## src/design/sbf_pkg.sv

```systemverilog
// Shared constants and carriers of the sideband broadcast filter
package sbf_pkg;
   // Register map, byte addresses on the Wishbone slave
   localparam int unsigned AW = 8;
   localparam logic [7:0] ADR_CMD = 8'h00;
   localparam logic [7:0] ADR_WORD0 = 8'h04;
   localparam logic [7:0] ADR_WORD1 = 8'h08;
   localparam logic [7:0] ADR_RSP = 8'h0C;
   localparam logic [7:0] ADR_STAT = 8'h10;
   localparam logic [7:0] ADR_CAP = 8'h14;
   localparam logic [7:0] ADR_MACEN = 8'h18;
   localparam logic [7:0] ADR_FWDCNT = 8'h1C;
   localparam logic [7:0] ADR_DRPCNT = 8'h20;
   // Command and status register fields
   localparam int unsigned CMD_CKERR_BIT = 8;
   localparam int unsigned CMD_IDERR_BIT = 9;
   localparam int unsigned STAT_PEND_BIT = 0;
   // Command and response type codes
   localparam logic [7:0] OP_SET_MAC = 8'h0E;
   localparam logic [7:0] OP_BCAST_EN = 8'h10;
   localparam logic [7:0] OP_RSP_FLAG = 8'h80;
   localparam logic [15:0] RSP_OK = 16'h0000;
   localparam logic [15:0] RSP_FAIL = 16'h0001;
   localparam logic [15:0] REASON_NONE = 16'h0000;
   localparam logic [15:0] REASON_BAD_PARAM = 16'h0002;
   localparam logic [15:0] REASON_UNKNOWN = 16'h7FFF;
   localparam logic [15:0] REASON_MAC_ZERO = 16'h0E08;
   // Address filter programming fields in the second payload word
   localparam int unsigned MAC_IDX_LSB = 8;
   localparam int unsigned AT_LSB = 5;
   localparam int unsigned MAC_EN_BIT = 0;
   localparam logic [2:0] AT_UNICAST = 3'h0;
   localparam logic [2:0] AT_MULTICAST = 3'h1;
   localparam int unsigned MAX_FILT = 8;
   // Broadcast categories
   localparam int unsigned CAT_W = 4;
   localparam int unsigned CAT_ARP = 0;
   localparam int unsigned CAT_DHCPC = 1;
   localparam int unsigned CAT_DHCPS = 2;
   localparam int unsigned CAT_NETBIOS = 3;
   localparam logic [3:0] CAT_ARP_MASK = 4'h1;
   localparam logic [3:0] CAP_DEFAULT = 4'hF;
   localparam logic [3:0] SET_RESET = 4'h0;
   // Frame field values
   localparam logic [7:0] BCAST_BYTE = 8'hFF;
   localparam logic [15:0] ETH_ARP = 16'h0806;
   localparam logic [15:0] ETH_IPV4 = 16'h0800;
   localparam logic [7:0] IP_UDP = 8'h11;
   localparam logic [15:0] PORT_DHCPC = 16'h0044;
   localparam logic [15:0] PORT_DHCPS = 16'h0043;
   localparam logic [15:0] PORT_NB_NAME = 16'h0089;
   localparam logic [15:0] PORT_NB_DGRAM = 16'h008A;
   // Frame byte offsets
   localparam logic [6:0] OFS_DA_END = 7'h06;
   localparam logic [6:0] OFS_ET_HI = 7'h0C;
   localparam logic [6:0] OFS_ET_LO = 7'h0D;
   localparam logic [6:0] OFS_IHL = 7'h0E;
   localparam logic [6:0] OFS_PROTO = 7'h17;
   localparam logic [6:0] OFS_DPORT = 7'h10;
   localparam logic [6:0] OFS_MAX = 7'h7F;
   // Frame byte on the receive stream
   typedef struct packed {
      logic [7:0] data;
      logic sof;
      logic eof;
   } sbf_byte_t;
   // Header fields gathered while a frame passes
   typedef struct packed {
      logic [47:0] da;
      logic bc;
      logic [15:0] et;
      logic [3:0] ihl;
      logic [7:0] proto;
      logic [15:0] port;
   } sbf_hdr_t;
   localparam sbf_hdr_t HDR_INIT = '{da: 48'h0, bc: 1'b1, et: 16'h0, ihl: 4'h0,
                                     proto: 8'h00, port: 16'h0000};
   // Per-frame verdict
   typedef struct packed {
      logic fwd;
      logic bcast;
      logic mac_hit;
      logic [3:0] cat;
   } sbf_verdict_t;
   typedef enum logic [0:0] {
      RX_IDLE = 1'b0,
      RX_FRAME = 1'b1
   } sbf_rx_state_t;
endpackage

```

## src/design/sbf_top.sv

```systemverilog
// Local design decisions: the address map and the Wishbone slave port.
`timescale 1ns/1ps
// Byte FIFO with registered flags
module sbf_fifo #(
   parameter int unsigned WIDTH = 10,
   parameter int unsigned DEPTH = 32
) (
   input wire logic clk_i,
   input wire logic rst_i,
   input wire logic in_valid_i,
   output logic in_ready_o,
   input wire logic [WIDTH-1:0] in_data_i,
   output logic out_valid_o,
   input wire logic out_ready_i,
   output logic [WIDTH-1:0] out_data_o
);
   localparam int unsigned PW = $clog2(DEPTH);
   logic [WIDTH-1:0] mem [DEPTH];
   logic [PW-1:0] wr_ptr_ff;
   logic [PW-1:0] rd_ptr_ff;
   logic [PW:0] cnt_ff;
   logic [PW:0] nxt_cnt;
   logic in_ready_ff;
   logic out_valid_ff;
   wire push = in_valid_i && in_ready_ff;
   wire pop = out_valid_ff && out_ready_i;

   // Occupancy after this edge
   always_comb begin
      nxt_cnt = cnt_ff;
      if (push && !pop) begin
         nxt_cnt = cnt_ff + (PW+1)'(1);
      end else if (pop && !push) begin
         nxt_cnt = cnt_ff - (PW+1)'(1);
      end
   end

   // Pointers and flags
   always_ff @(posedge clk_i) begin
      if (rst_i) begin
         wr_ptr_ff <= '0;
         rd_ptr_ff <= '0;
         cnt_ff <= '0;
         in_ready_ff <= 1'b1;
         out_valid_ff <= 1'b0;
      end else begin
         if (push) begin
            wr_ptr_ff <= PW'(wr_ptr_ff + PW'(1));
         end
         if (pop) begin
            rd_ptr_ff <= PW'(rd_ptr_ff + PW'(1));
         end
         cnt_ff <= nxt_cnt;
         in_ready_ff <= (nxt_cnt != (PW+1)'(DEPTH));
         out_valid_ff <= (nxt_cnt != '0);
      end
   end

   // Storage
   always_ff @(posedge clk_i) begin
      if (push) begin
         mem[wr_ptr_ff] <= in_data_i;
      end
   end

   assign in_ready_o = in_ready_ff;
   assign out_valid_o = out_valid_ff;
   assign out_data_o = mem[rd_ptr_ff];
endmodule

// How it works
// - Every address filter command gets a response unless checksum or identifier is bad.
// - Response word carries 16-bit response code above 16-bit reason code.
// - An all-zero address in an address filter command with enable bit one returns reason code 0x0E08.
// - After the enable command, broadcast frames are filtered by the settings word.
// - Enabled filter with no category selected drops every broadcast frame.
// - Settings word is payload bytes 16 to 19, checksum follows, then padding.
// - Category bit one forwards matching frames, zero drops them.
// - Bit 0 is ARP: broadcast destination and Ethertype 0x0806.
// - The ARP category is always supported.
// - Bit 1 is DHCP client: broadcast, IPv4, UDP, destination port 68.
// - Bit 2 is DHCP server: broadcast, IPv4, UDP, destination port 67.
// - Bit 3 is NetBIOS: broadcast, IPv4, UDP, destination port 137 or 138.
// - Unsupported optional categories read as zero and their frames are dropped.
// - Supported categories are reported in the broadcast capability field.
// - Address type 0 is unicast, 1 multicast, 2 to 7 reserved.
// - Enable bit one loads the indexed filter; zero discards it and stops its use.
module sbf_top #(
   parameter int unsigned NUM_FILT = 8,
   parameter logic [3:0] BCAST_CAP = sbf_pkg::CAP_DEFAULT,
   parameter int unsigned FIFO_DEPTH = 32
) (
   input wire logic clk_i,
   input wire logic rst_i,
   input wire logic wb_cyc_i,
   input wire logic wb_stb_i,
   input wire logic wb_we_i,
   input wire logic [7:0] wb_adr_i,
   input wire logic [3:0] wb_sel_i,
   input wire logic [31:0] wb_dat_i,
   output logic [31:0] wb_dat_o,
   output logic wb_ack_o,
   input wire logic rx_valid_i,
   output logic rx_ready_o,
   input wire sbf_pkg::sbf_byte_t rx_byte_i,
   output logic verdict_valid_o,
   input wire logic verdict_ready_i,
   output sbf_pkg::sbf_verdict_t verdict_o
);
   localparam int unsigned BW = $bits(sbf_pkg::sbf_byte_t);

   // Byte-lane merge for register writes
   function automatic logic [31:0] sbf_lane(input logic [31:0] old_v, input logic [31:0] new_v,
                                            input logic [3:0] sel);
      logic [31:0] res;
      res = old_v;
      for (int i = 0; i < 4; i++) begin
         if (sel[i]) begin
            res[8*i +: 8] = new_v[8*i +: 8];
         end
      end
      return res;
   endfunction

   // Register state
   logic ack_ff;
   logic [31:0] rdat_ff;
   logic [31:0] word0_ff;
   logic [31:0] word1_ff;
   logic [31:0] rsp_ff;
   logic [7:0] rsp_type_ff;
   logic pend_ff;
   logic bc_en_ff;
   logic [3:0] set_ff;
   logic [47:0] mac_ff [sbf_pkg::MAX_FILT];
   logic [sbf_pkg::MAX_FILT-1:0] mac_en_ff;
   logic [31:0] fwd_cnt_ff;
   logic [31:0] drp_cnt_ff;

   // ARP support is forced on whatever the capability parameter says
   wire [3:0] cap = BCAST_CAP | sbf_pkg::CAT_ARP_MASK;

   // Bus access decode: writes take effect on the edge that sees ack high
   wire wb_req = wb_cyc_i && wb_stb_i;
   wire wb_wr = wb_req && wb_we_i && ack_ff;
   wire hit_cmd = wb_adr_i == sbf_pkg::ADR_CMD;
   wire hit_w0 = wb_adr_i == sbf_pkg::ADR_WORD0;
   wire hit_w1 = wb_adr_i == sbf_pkg::ADR_WORD1;
   wire hit_stat = wb_adr_i == sbf_pkg::ADR_STAT;
   wire cmd_go = wb_wr && hit_cmd && wb_sel_i[0];
   wire cmd_drop = wb_dat_i[sbf_pkg::CMD_CKERR_BIT] || wb_dat_i[sbf_pkg::CMD_IDERR_BIT];
   wire cmd_exec = cmd_go && !cmd_drop;
   wire [7:0] cmd_op = wb_dat_i[7:0];
   wire stat_clr = wb_wr && hit_stat && wb_sel_i[0] && wb_dat_i[sbf_pkg::STAT_PEND_BIT];

   // Address filter command fields: address bytes across both payload words
   wire [47:0] cmd_mac = {word0_ff, word1_ff[31:16]};
   wire [7:0] cmd_idx = word1_ff[sbf_pkg::MAC_IDX_LSB +: 8];
   wire [2:0] cmd_at = word1_ff[sbf_pkg::AT_LSB +: 3];
   wire cmd_en = word1_ff[sbf_pkg::MAC_EN_BIT];
   wire at_ok = (cmd_at == sbf_pkg::AT_UNICAST) || (cmd_at == sbf_pkg::AT_MULTICAST);
   wire idx_ok = (cmd_idx != 8'h00) && (cmd_idx <= 8'(NUM_FILT));
   wire mac_zero = cmd_en && (cmd_mac == 48'h0);
   wire [2:0] filt_sel = 3'(cmd_idx - 8'h01);
   wire is_setmac = cmd_op == sbf_pkg::OP_SET_MAC;
   wire is_bcast = cmd_op == sbf_pkg::OP_BCAST_EN;
   wire mac_write = cmd_exec && is_setmac && !mac_zero && at_ok && idx_ok;

   // Response code and reason for the command being executed
   logic [15:0] nxt_code;
   logic [15:0] nxt_reason;
   always_comb begin
      nxt_code = sbf_pkg::RSP_OK;
      nxt_reason = sbf_pkg::REASON_NONE;
      if (is_setmac) begin
         if (mac_zero) begin
            nxt_code = sbf_pkg::RSP_FAIL;
            nxt_reason = sbf_pkg::REASON_MAC_ZERO;
         end else if (!at_ok || !idx_ok) begin
            nxt_code = sbf_pkg::RSP_FAIL;
            nxt_reason = sbf_pkg::REASON_BAD_PARAM;
         end
      end else if (!is_bcast) begin
         nxt_code = sbf_pkg::RSP_FAIL;
         nxt_reason = sbf_pkg::REASON_UNKNOWN;
      end
   end

   // Bus handshake and read data
   logic [31:0] rmux;
   always_comb begin
      case (wb_adr_i)
         sbf_pkg::ADR_WORD0: rmux = word0_ff;
         sbf_pkg::ADR_WORD1: rmux = word1_ff;
         sbf_pkg::ADR_RSP: rmux = rsp_ff;
         sbf_pkg::ADR_STAT: rmux = {16'h0000, rsp_type_ff, set_ff, 2'b00, bc_en_ff, pend_ff};
         sbf_pkg::ADR_CAP: rmux = {28'h0000000, cap};
         sbf_pkg::ADR_MACEN: rmux = {24'h000000, mac_en_ff};
         sbf_pkg::ADR_FWDCNT: rmux = fwd_cnt_ff;
         sbf_pkg::ADR_DRPCNT: rmux = drp_cnt_ff;
         default: rmux = 32'h00000000;
      endcase
   end

   always_ff @(posedge clk_i) begin
      if (rst_i) begin
         ack_ff <= 1'b0;
         rdat_ff <= 32'h00000000;
      end else begin
         ack_ff <= wb_req && !ack_ff;
         rdat_ff <= rmux;
      end
   end

   // Payload words, written by software
   always_ff @(posedge clk_i) begin
      if (rst_i) begin
         word0_ff <= 32'h00000000;
         word1_ff <= 32'h00000000;
      end else begin
         if (wb_wr && hit_w0) begin
            word0_ff <= sbf_lane(word0_ff, wb_dat_i, wb_sel_i);
         end
         if (wb_wr && hit_w1) begin
            word1_ff <= sbf_lane(word1_ff, wb_dat_i, wb_sel_i);
         end
      end
   end

   // Response and pending flag; a new response beats a clear in the same cycle
   always_ff @(posedge clk_i) begin
      if (rst_i) begin
         rsp_ff <= 32'h00000000;
         rsp_type_ff <= 8'h00;
         pend_ff <= 1'b0;
      end else begin
         if (cmd_exec) begin
            rsp_ff <= {nxt_code, nxt_reason};
            rsp_type_ff <= cmd_op | sbf_pkg::OP_RSP_FLAG;
            pend_ff <= 1'b1;
         end else if (stat_clr) begin
            pend_ff <= 1'b0;
         end
      end
   end

   // Broadcast filter enable and settings; unsupported and reserved bits dropped
   always_ff @(posedge clk_i) begin
      if (rst_i) begin
         bc_en_ff <= 1'b0;
         set_ff <= sbf_pkg::SET_RESET;
      end else if (cmd_exec && is_bcast) begin
         bc_en_ff <= 1'b1;
         set_ff <= word0_ff[3:0] & cap;
      end
   end

   // Address filters: load on enable, discard on disable
   always_ff @(posedge clk_i) begin
      if (rst_i) begin
         mac_en_ff <= '0;
      end else if (mac_write) begin
         mac_en_ff[filt_sel] <= cmd_en;
      end
   end

   always_ff @(posedge clk_i) begin
      if (mac_write) begin
         mac_ff[filt_sel] <= cmd_en ? cmd_mac : 48'h0;
      end
   end

   // Receive byte buffer
   logic fifo_valid;
   logic fifo_ready;
   sbf_pkg::sbf_byte_t fifo_byte;
   logic [BW-1:0] fifo_data;
   logic vld_ff;
   assign fifo_ready = !vld_ff || verdict_ready_i;
   assign fifo_byte = sbf_pkg::sbf_byte_t'(fifo_data);

   sbf_fifo #(
      .WIDTH(BW),
      .DEPTH(FIFO_DEPTH)
   ) u_fifo (
      .clk_i(clk_i),
      .rst_i(rst_i),
      .in_valid_i(rx_valid_i),
      .in_ready_o(rx_ready_o),
      .in_data_i(rx_byte_i),
      .out_valid_o(fifo_valid),
      .out_ready_i(fifo_ready),
      .out_data_o(fifo_data)
   );

   // Header parsing of the byte being consumed
   sbf_pkg::sbf_rx_state_t st_ff;
   sbf_pkg::sbf_hdr_t hdr_ff;
   sbf_pkg::sbf_hdr_t hdr_base;
   sbf_pkg::sbf_hdr_t nxt_hdr;
   logic [6:0] cnt_ff;
   wire take = fifo_valid && fifo_ready;
   wire [7:0] b = fifo_byte.data;
   wire in_frame = fifo_byte.sof || (st_ff == sbf_pkg::RX_FRAME);
   wire [6:0] idx = fifo_byte.sof ? 7'h00 : cnt_ff;
   wire [6:0] port_hi = 7'(sbf_pkg::OFS_DPORT + {1'b0, hdr_base.ihl, 2'b00});
   wire [6:0] nxt_cnt = (idx == sbf_pkg::OFS_MAX) ? idx : 7'(idx + 7'h01);
   assign hdr_base = fifo_byte.sof ? sbf_pkg::HDR_INIT : hdr_ff;

   always_comb begin
      nxt_hdr = hdr_base;
      if (idx < sbf_pkg::OFS_DA_END) begin
         nxt_hdr.da = {hdr_base.da[39:0], b};
         nxt_hdr.bc = hdr_base.bc && (b == sbf_pkg::BCAST_BYTE);
      end
      if (idx == sbf_pkg::OFS_ET_HI) begin
         nxt_hdr.et[15:8] = b;
      end
      if (idx == sbf_pkg::OFS_ET_LO) begin
         nxt_hdr.et[7:0] = b;
      end
      if (idx == sbf_pkg::OFS_IHL) begin
         nxt_hdr.ihl = b[3:0];
      end
      if (idx == sbf_pkg::OFS_PROTO) begin
         nxt_hdr.proto = b;
      end
      if (idx == port_hi) begin
         nxt_hdr.port[15:8] = b;
      end
      if (idx == 7'(port_hi + 7'h01)) begin
         nxt_hdr.port[7:0] = b;
      end
   end

   // Category match on the completed header
   wire bc = nxt_hdr.bc;
   wire ip_udp = bc && (nxt_hdr.et == sbf_pkg::ETH_IPV4) && (nxt_hdr.proto == sbf_pkg::IP_UDP);
   logic [3:0] cat;
   assign cat[sbf_pkg::CAT_ARP] = bc && (nxt_hdr.et == sbf_pkg::ETH_ARP);
   assign cat[sbf_pkg::CAT_DHCPC] = ip_udp && (nxt_hdr.port == sbf_pkg::PORT_DHCPC);
   assign cat[sbf_pkg::CAT_DHCPS] = ip_udp && (nxt_hdr.port == sbf_pkg::PORT_DHCPS);
   assign cat[sbf_pkg::CAT_NETBIOS] = ip_udp && ((nxt_hdr.port == sbf_pkg::PORT_NB_NAME) ||
                                                (nxt_hdr.port == sbf_pkg::PORT_NB_DGRAM));

   // Destination match against enabled address filters
   logic [sbf_pkg::MAX_FILT-1:0] mac_hits;
   for (genvar g = 0; g < sbf_pkg::MAX_FILT; g++) begin : g_hit
      if (g < NUM_FILT) begin : g_on
         assign mac_hits[g] = mac_en_ff[g] && (mac_ff[g] == nxt_hdr.da);
      end else begin : g_off
         assign mac_hits[g] = 1'b0;
      end
   end

   // Forward decision: broadcast needs a selected category when enabled
   wire sel_hit = |(cat & set_ff);
   wire fwd = !bc || !bc_en_ff || sel_hit;
   wire done = take && in_frame && fifo_byte.eof;

   always_ff @(posedge clk_i) begin
      if (rst_i) begin
         st_ff <= sbf_pkg::RX_IDLE;
         hdr_ff <= sbf_pkg::HDR_INIT;
         cnt_ff <= 7'h00;
      end else if (take) begin
         case (st_ff)
            sbf_pkg::RX_IDLE: begin
               if (fifo_byte.sof && !fifo_byte.eof) begin
                  st_ff <= sbf_pkg::RX_FRAME;
               end
            end
            sbf_pkg::RX_FRAME: begin
               if (fifo_byte.eof) begin
                  st_ff <= sbf_pkg::RX_IDLE;
               end
            end
            default: st_ff <= sbf_pkg::RX_IDLE;
         endcase
         if (in_frame) begin
            hdr_ff <= nxt_hdr;
            cnt_ff <= nxt_cnt;
         end
      end
   end

   // Verdict output and counters
   sbf_pkg::sbf_verdict_t vrd_ff;
   always_ff @(posedge clk_i) begin
      if (rst_i) begin
         vld_ff <= 1'b0;
         vrd_ff <= '0;
         fwd_cnt_ff <= 32'h00000000;
         drp_cnt_ff <= 32'h00000000;
      end else begin
         if (done) begin
            vld_ff <= 1'b1;
            vrd_ff <= '{fwd: fwd, bcast: bc, mac_hit: |mac_hits, cat: cat};
         end else if (verdict_ready_i) begin
            vld_ff <= 1'b0;
         end
         if (done && fwd) begin
            fwd_cnt_ff <= fwd_cnt_ff + 32'h00000001;
         end
         if (done && !fwd) begin
            drp_cnt_ff <= drp_cnt_ff + 32'h00000001;
         end
      end
   end

   assign wb_ack_o = ack_ff;
   assign wb_dat_o = rdat_ff;
   assign verdict_valid_o = vld_ff;
   assign verdict_o = vrd_ff;
endmodule

```

## config.mk

```make
export PLATFORM = sky130hd
export DESIGN_NAME = sbf_top
export DESIGN_NICKNAME = d
export VERILOG_FILES = /design/src/design/sbf_pkg.sv /design/src/design/sbf_top.sv
export SDC_FILE = /design/constraint.sdc
export NUM_CORES = 2
export LEC_CHECK = 0
export BUFFER_PORTS_ARGS = -buffer_cell sky130_fd_sc_hd__buf_4
export CORE_MARGIN = 5
export CORE_UTILIZATION = 50
export CTS_CLUSTER_SIZE = 40
export DETAILED_ROUTE_END_ITERATION = 16
export PLACE_DENSITY = 0.69
export SLEW_MARGIN = 10
export SYNTH_ARGS = -nofsm -noshare
export SYNTH_HDL_FRONTEND = slang
export SYNTH_SLANG_ARGS = --single-unit
```

## constraint.sdc

```tcl
create_clock -name clk_i -period 11.85 [get_ports clk_i]
set_input_delay 2.37 -clock clk_i [delete_from_list [all_inputs] [get_ports clk_i]]
set_output_delay 2.37 -clock clk_i [all_outputs]
set_load 0.02 [all_outputs]
```

==> flow_summary_export.csv <==
group,metric,value,unit
floorplan,die_x,306,um
timing,fin_crit,7.69,ns
global_route,busiest_layer,"met2",
synth,yosysWarnings,0,
critical_path,critPathLaunchType,"register",
cts,cts.path.max_buffers,3,
floorplan,rows,108,
synth,netlist-cell-type-count,87,
cts,cts_made_buffers,104,
cts,cts_hold_buf,0,
critical_path,critPathMostFrequentCell,"buf_4",
finish,fin_nets,3758,
hold_path,hold_path_class,"register to register",
critical_path,critical_path_class,"register to register",
placement,portBuffers,102,
synth,ys_seq_elements,1023,
routing,drt-pass1-iter-count,6,
finish,fillers,7056,
routing,remaining_drc_errors,0,
floorplan,dieArea,0.0938,mm2
floorplan,start_util,0.505,
critical_path,end_kind,"register",
cts,post-cts-setup-buffers,0,
global_route,use_met3,0.0566,
critical_path,cp_top_family,"simple AND/OR/NAND/NOR gates",
critical_path,path_cells,"buf_4 > mux2i_1 > a22oi_1 > nand3_1 > and4_1 > buf_4 > and2_1 > ha_1 > xor2_1 > nor3_1 > nand2_1 > nor3_1 > o21ai_0 > o21ai_0 > a31oi_1 > nor4b_1 > o2111ai_4 > buf_4 > a21oi_1 > nand3_1 > mux2_2",
synth,synth_area_leaders,"edfxtp_1, dfxtp_1, mux2i_1, xnor2_1, a22oi_1",
placement,place_area,0.0458,mm2
finish,final_area,0.0495,mm2
global_route,antenna_found_initial,5,
critical_path,rr_worst_depth,21,
critical_path,critical_path_required,12.42,ns
finish,synthToLayoutAreaGrowth,12.8,%
global_route,grt_pass1_vias,28900,
timing,hold_viol,0,
routing,ant_nets,0,
cts,ctsResizeCount,0,
synth,synth_edf_count,704,
run,cap_viol_max_count,0,
routing,drt_iter0_markers,4106,
synth,syn_nets,3679,
cts,htree_levels,3,
routing,via_count,30800,
global_route,gr-usage-all-layers,0.272,
power,vdd_drop_max,0.000167,V
global_route,use_met1,0.382,
synth,syn_inst,3606,
critical_path,critPathBufInv,3,
synth,yosys_most_used_dff,"edfxtp_1",
power,powerDensity,179,mW/mm2
cts,clkTransAtPathRegs,0.06,ns
global_route,grt_pass1_wl,193000,um
synth,yosys.cell_count.top_type,"edfxtp_1",
synth,syn_avg_cell_area,12.2,um2
placement,place.gp.congestion,0.974,
hold_path,min_from,"hdr_ff[92]",
global_route,overflow,0,
critical_path,slowest_delay,0.91,ns
timing,setup_viol,0,
critical_path,critPathMaxFanout,60,
floorplan,pin_count,103,
synth,synth_area,0.0439,mm2
cts,cts_sinks,1023,
timing,finalSetupTns,0,ns
status,outcome,"finished clean",
cts,cts_root_buf,"clkbuf_16",
finish,drive_gt1_frac,0.115,
timing,finalCritPeriodShare,0.649,
timing,rsz0062_at_grt,"no",
global_route,grt_util_met2,0.429,
timing,max-slew-margin-rel,0.203,
synth,synth_largest_area_cell,"edfxtp_1",
routing,viasPerCell,6.25,
critical_path,cp_slowest_cell,"a21oi_1",
synth,netlist.area_leader.share,0.481,
power,cellLeakagePower,17.0,nW
timing,fin_worst_skew,0.0407,ns
placement,dp_hpwl,87200,um
floorplan,core,0.0870,mm2
critical_path,cp.arrival,8.26,ns
synth,ys_seq_area_frac,0.627,
critical_path,crit_cells,21,
synth,async_reset_ff_frac,0,
cts,cts_tree,"built",
routing,wl,132000,um
timing,fmax,130,MHz
critical_path,r2r_end,"fwd_cnt_ff[8]",
timing,tightest_slew,1.17,ns
critical_path,crit_end,"fwd_cnt_ff[8]",
routing,wl_per_cell,26.8,um
critical_path,r2r_slack,4.16,ns
timing,slew_violations,0,
floorplan,die-height,306,um
cts,clock_latency,0.69,ns
global_route,grt_max_degree,116,
synth,synth_commonest_cells,"edfxtp_1, dfxtp_1, nand2_1",
[layer usage]
layer,vias to the layer above,part of all wire
li1,13600,-
met1,15200,0.40
met2,1736,0.46
met3,294,0.10
met4,4,0.036
met5,-,0.00018
[power breakdown]
part,total [mW],internal [mW],switching [mW]
combinational,1.44,0.453,0.985
sequential,3.92,3.84,0.0792
clock,3.50,2.06,1.44
[worst min-delay path by stage]
stage / end / slack [ns] / depth (start not counted)
6_report: hdr_ff[92] / 0.46 / 2
5_1_grt: hdr_ff[87] / 0.47 / 2
3_3_place_gp: rsp_type_ff[7] / 0.44 / 2
2_1_floorplan: rsp_type_ff[7] / 0.42 / 2
3_5_place_dp: word1_ff[2] / 0.45 / 2
4_1_cts: hdr_ff[92] / 0.46 / 2
[cells in the final DEF (no fill, tap or decap), types with 63 or more instances in the layout]
| cell | netlist | routed |
|---|---|---|
| edfxtp_1 | 704 | 704 |
| nand2_1 | 310 | 310 |
| nand3_1 | 112 | 112 |
| mux2i_1 | 194 | 194 |
| nor4_1 | 65 | 63 |
| clkbuf_16 | 0 | 108 |
| xnor2_1 | 201 | 201 |
| dfxtp_1 | 319 | 318 |
| xor2_1 | 128 | 128 |
| buf_4 | 11 | 170 |
| nand4_1 | 70 | 70 |
| nor2_1 | 291 | 282 |
| a22oi_1 | 187 | 187 |
| a21oi_1 | 230 | 230 |
[layout make-up]
type / instances / area [um2] / share of cell area
Clock inverter: 73 / 887 / 0.0179
Multi-Input combinational cell: 2335 / 15400 / 0.310
Clock buffer: 123 / 2810 / 0.0568
Tap cell: 1155 / 1450 / 0.0292
Antenna cell: 2 / 5.00 / 0.000101
Sequential cell: 1023 / 27500 / 0.556
Inverter: 50 / 188 / 0.00379
Timing Repair Buffer: 171 / 1290 / 0.0261
[state kept, by name, summed over array words and instances, names as in the netlist, 4 cells and up, named ones only]
signal,flops
mac_ff,384
u_fifo.mem,320
hdr_ff,93
drp_cnt_ff,32
fwd_cnt_ff,32
wb_dat_o,32
word0_ff,32
word1_ff,32
mac_en_ff,8
rsp_type_ff,8
cnt_ff,7
verdict_o,7
u_fifo.cnt_ff,6
u_fifo.rd_ptr_ff,5
u_fifo.wr_ptr_ff,5
rsp_ff,4
set_ff,4
[kinds of logic (layout without fill, tap and decap cells)]
kind of cell             after synthesis  in the layout  share of synthesized area
buffers and inverters                248            417                     0.0263
multiplexers                         214            214                     0.0519
AO/OA/AOI/OAI                        683            683                      0.104
other                                  0              2                          0
adder cells (fa/ha/maj)               12             12                    0.00342
AND/OR/NAND/NOR                     1097           1097                      0.121
XOR/XNOR                             329            329                     0.0656
flip-flops                          1023           1023                      0.627
[per-stage QoR]
stage          cells   util  hold WS (ns)  power, mW  setup WS (ns)
4_1_cts         4930  0.569         0.455       8.86           4.23
3_5_place_dp    4734  0.527         0.450       5.40           4.23
2_1_floorplan   3606      -         0.425       4.95           3.77
6_report        4932  0.569         0.456       8.86           4.16
3_3_place_gp    4734  0.527         0.441       5.39           4.48
5_1_grt         4930  0.569         0.470       9.12           3.58
[tightest hold or removal path, delay by kind of cell (launching register included)]
family | cells | cell delay, ns
DFF | 1 | 0.31
AOI/OAI and AO/OA | 1 | 0.05
and+or+nand+nor | 1 | 0.05
(Power assumes the default switching activity.)
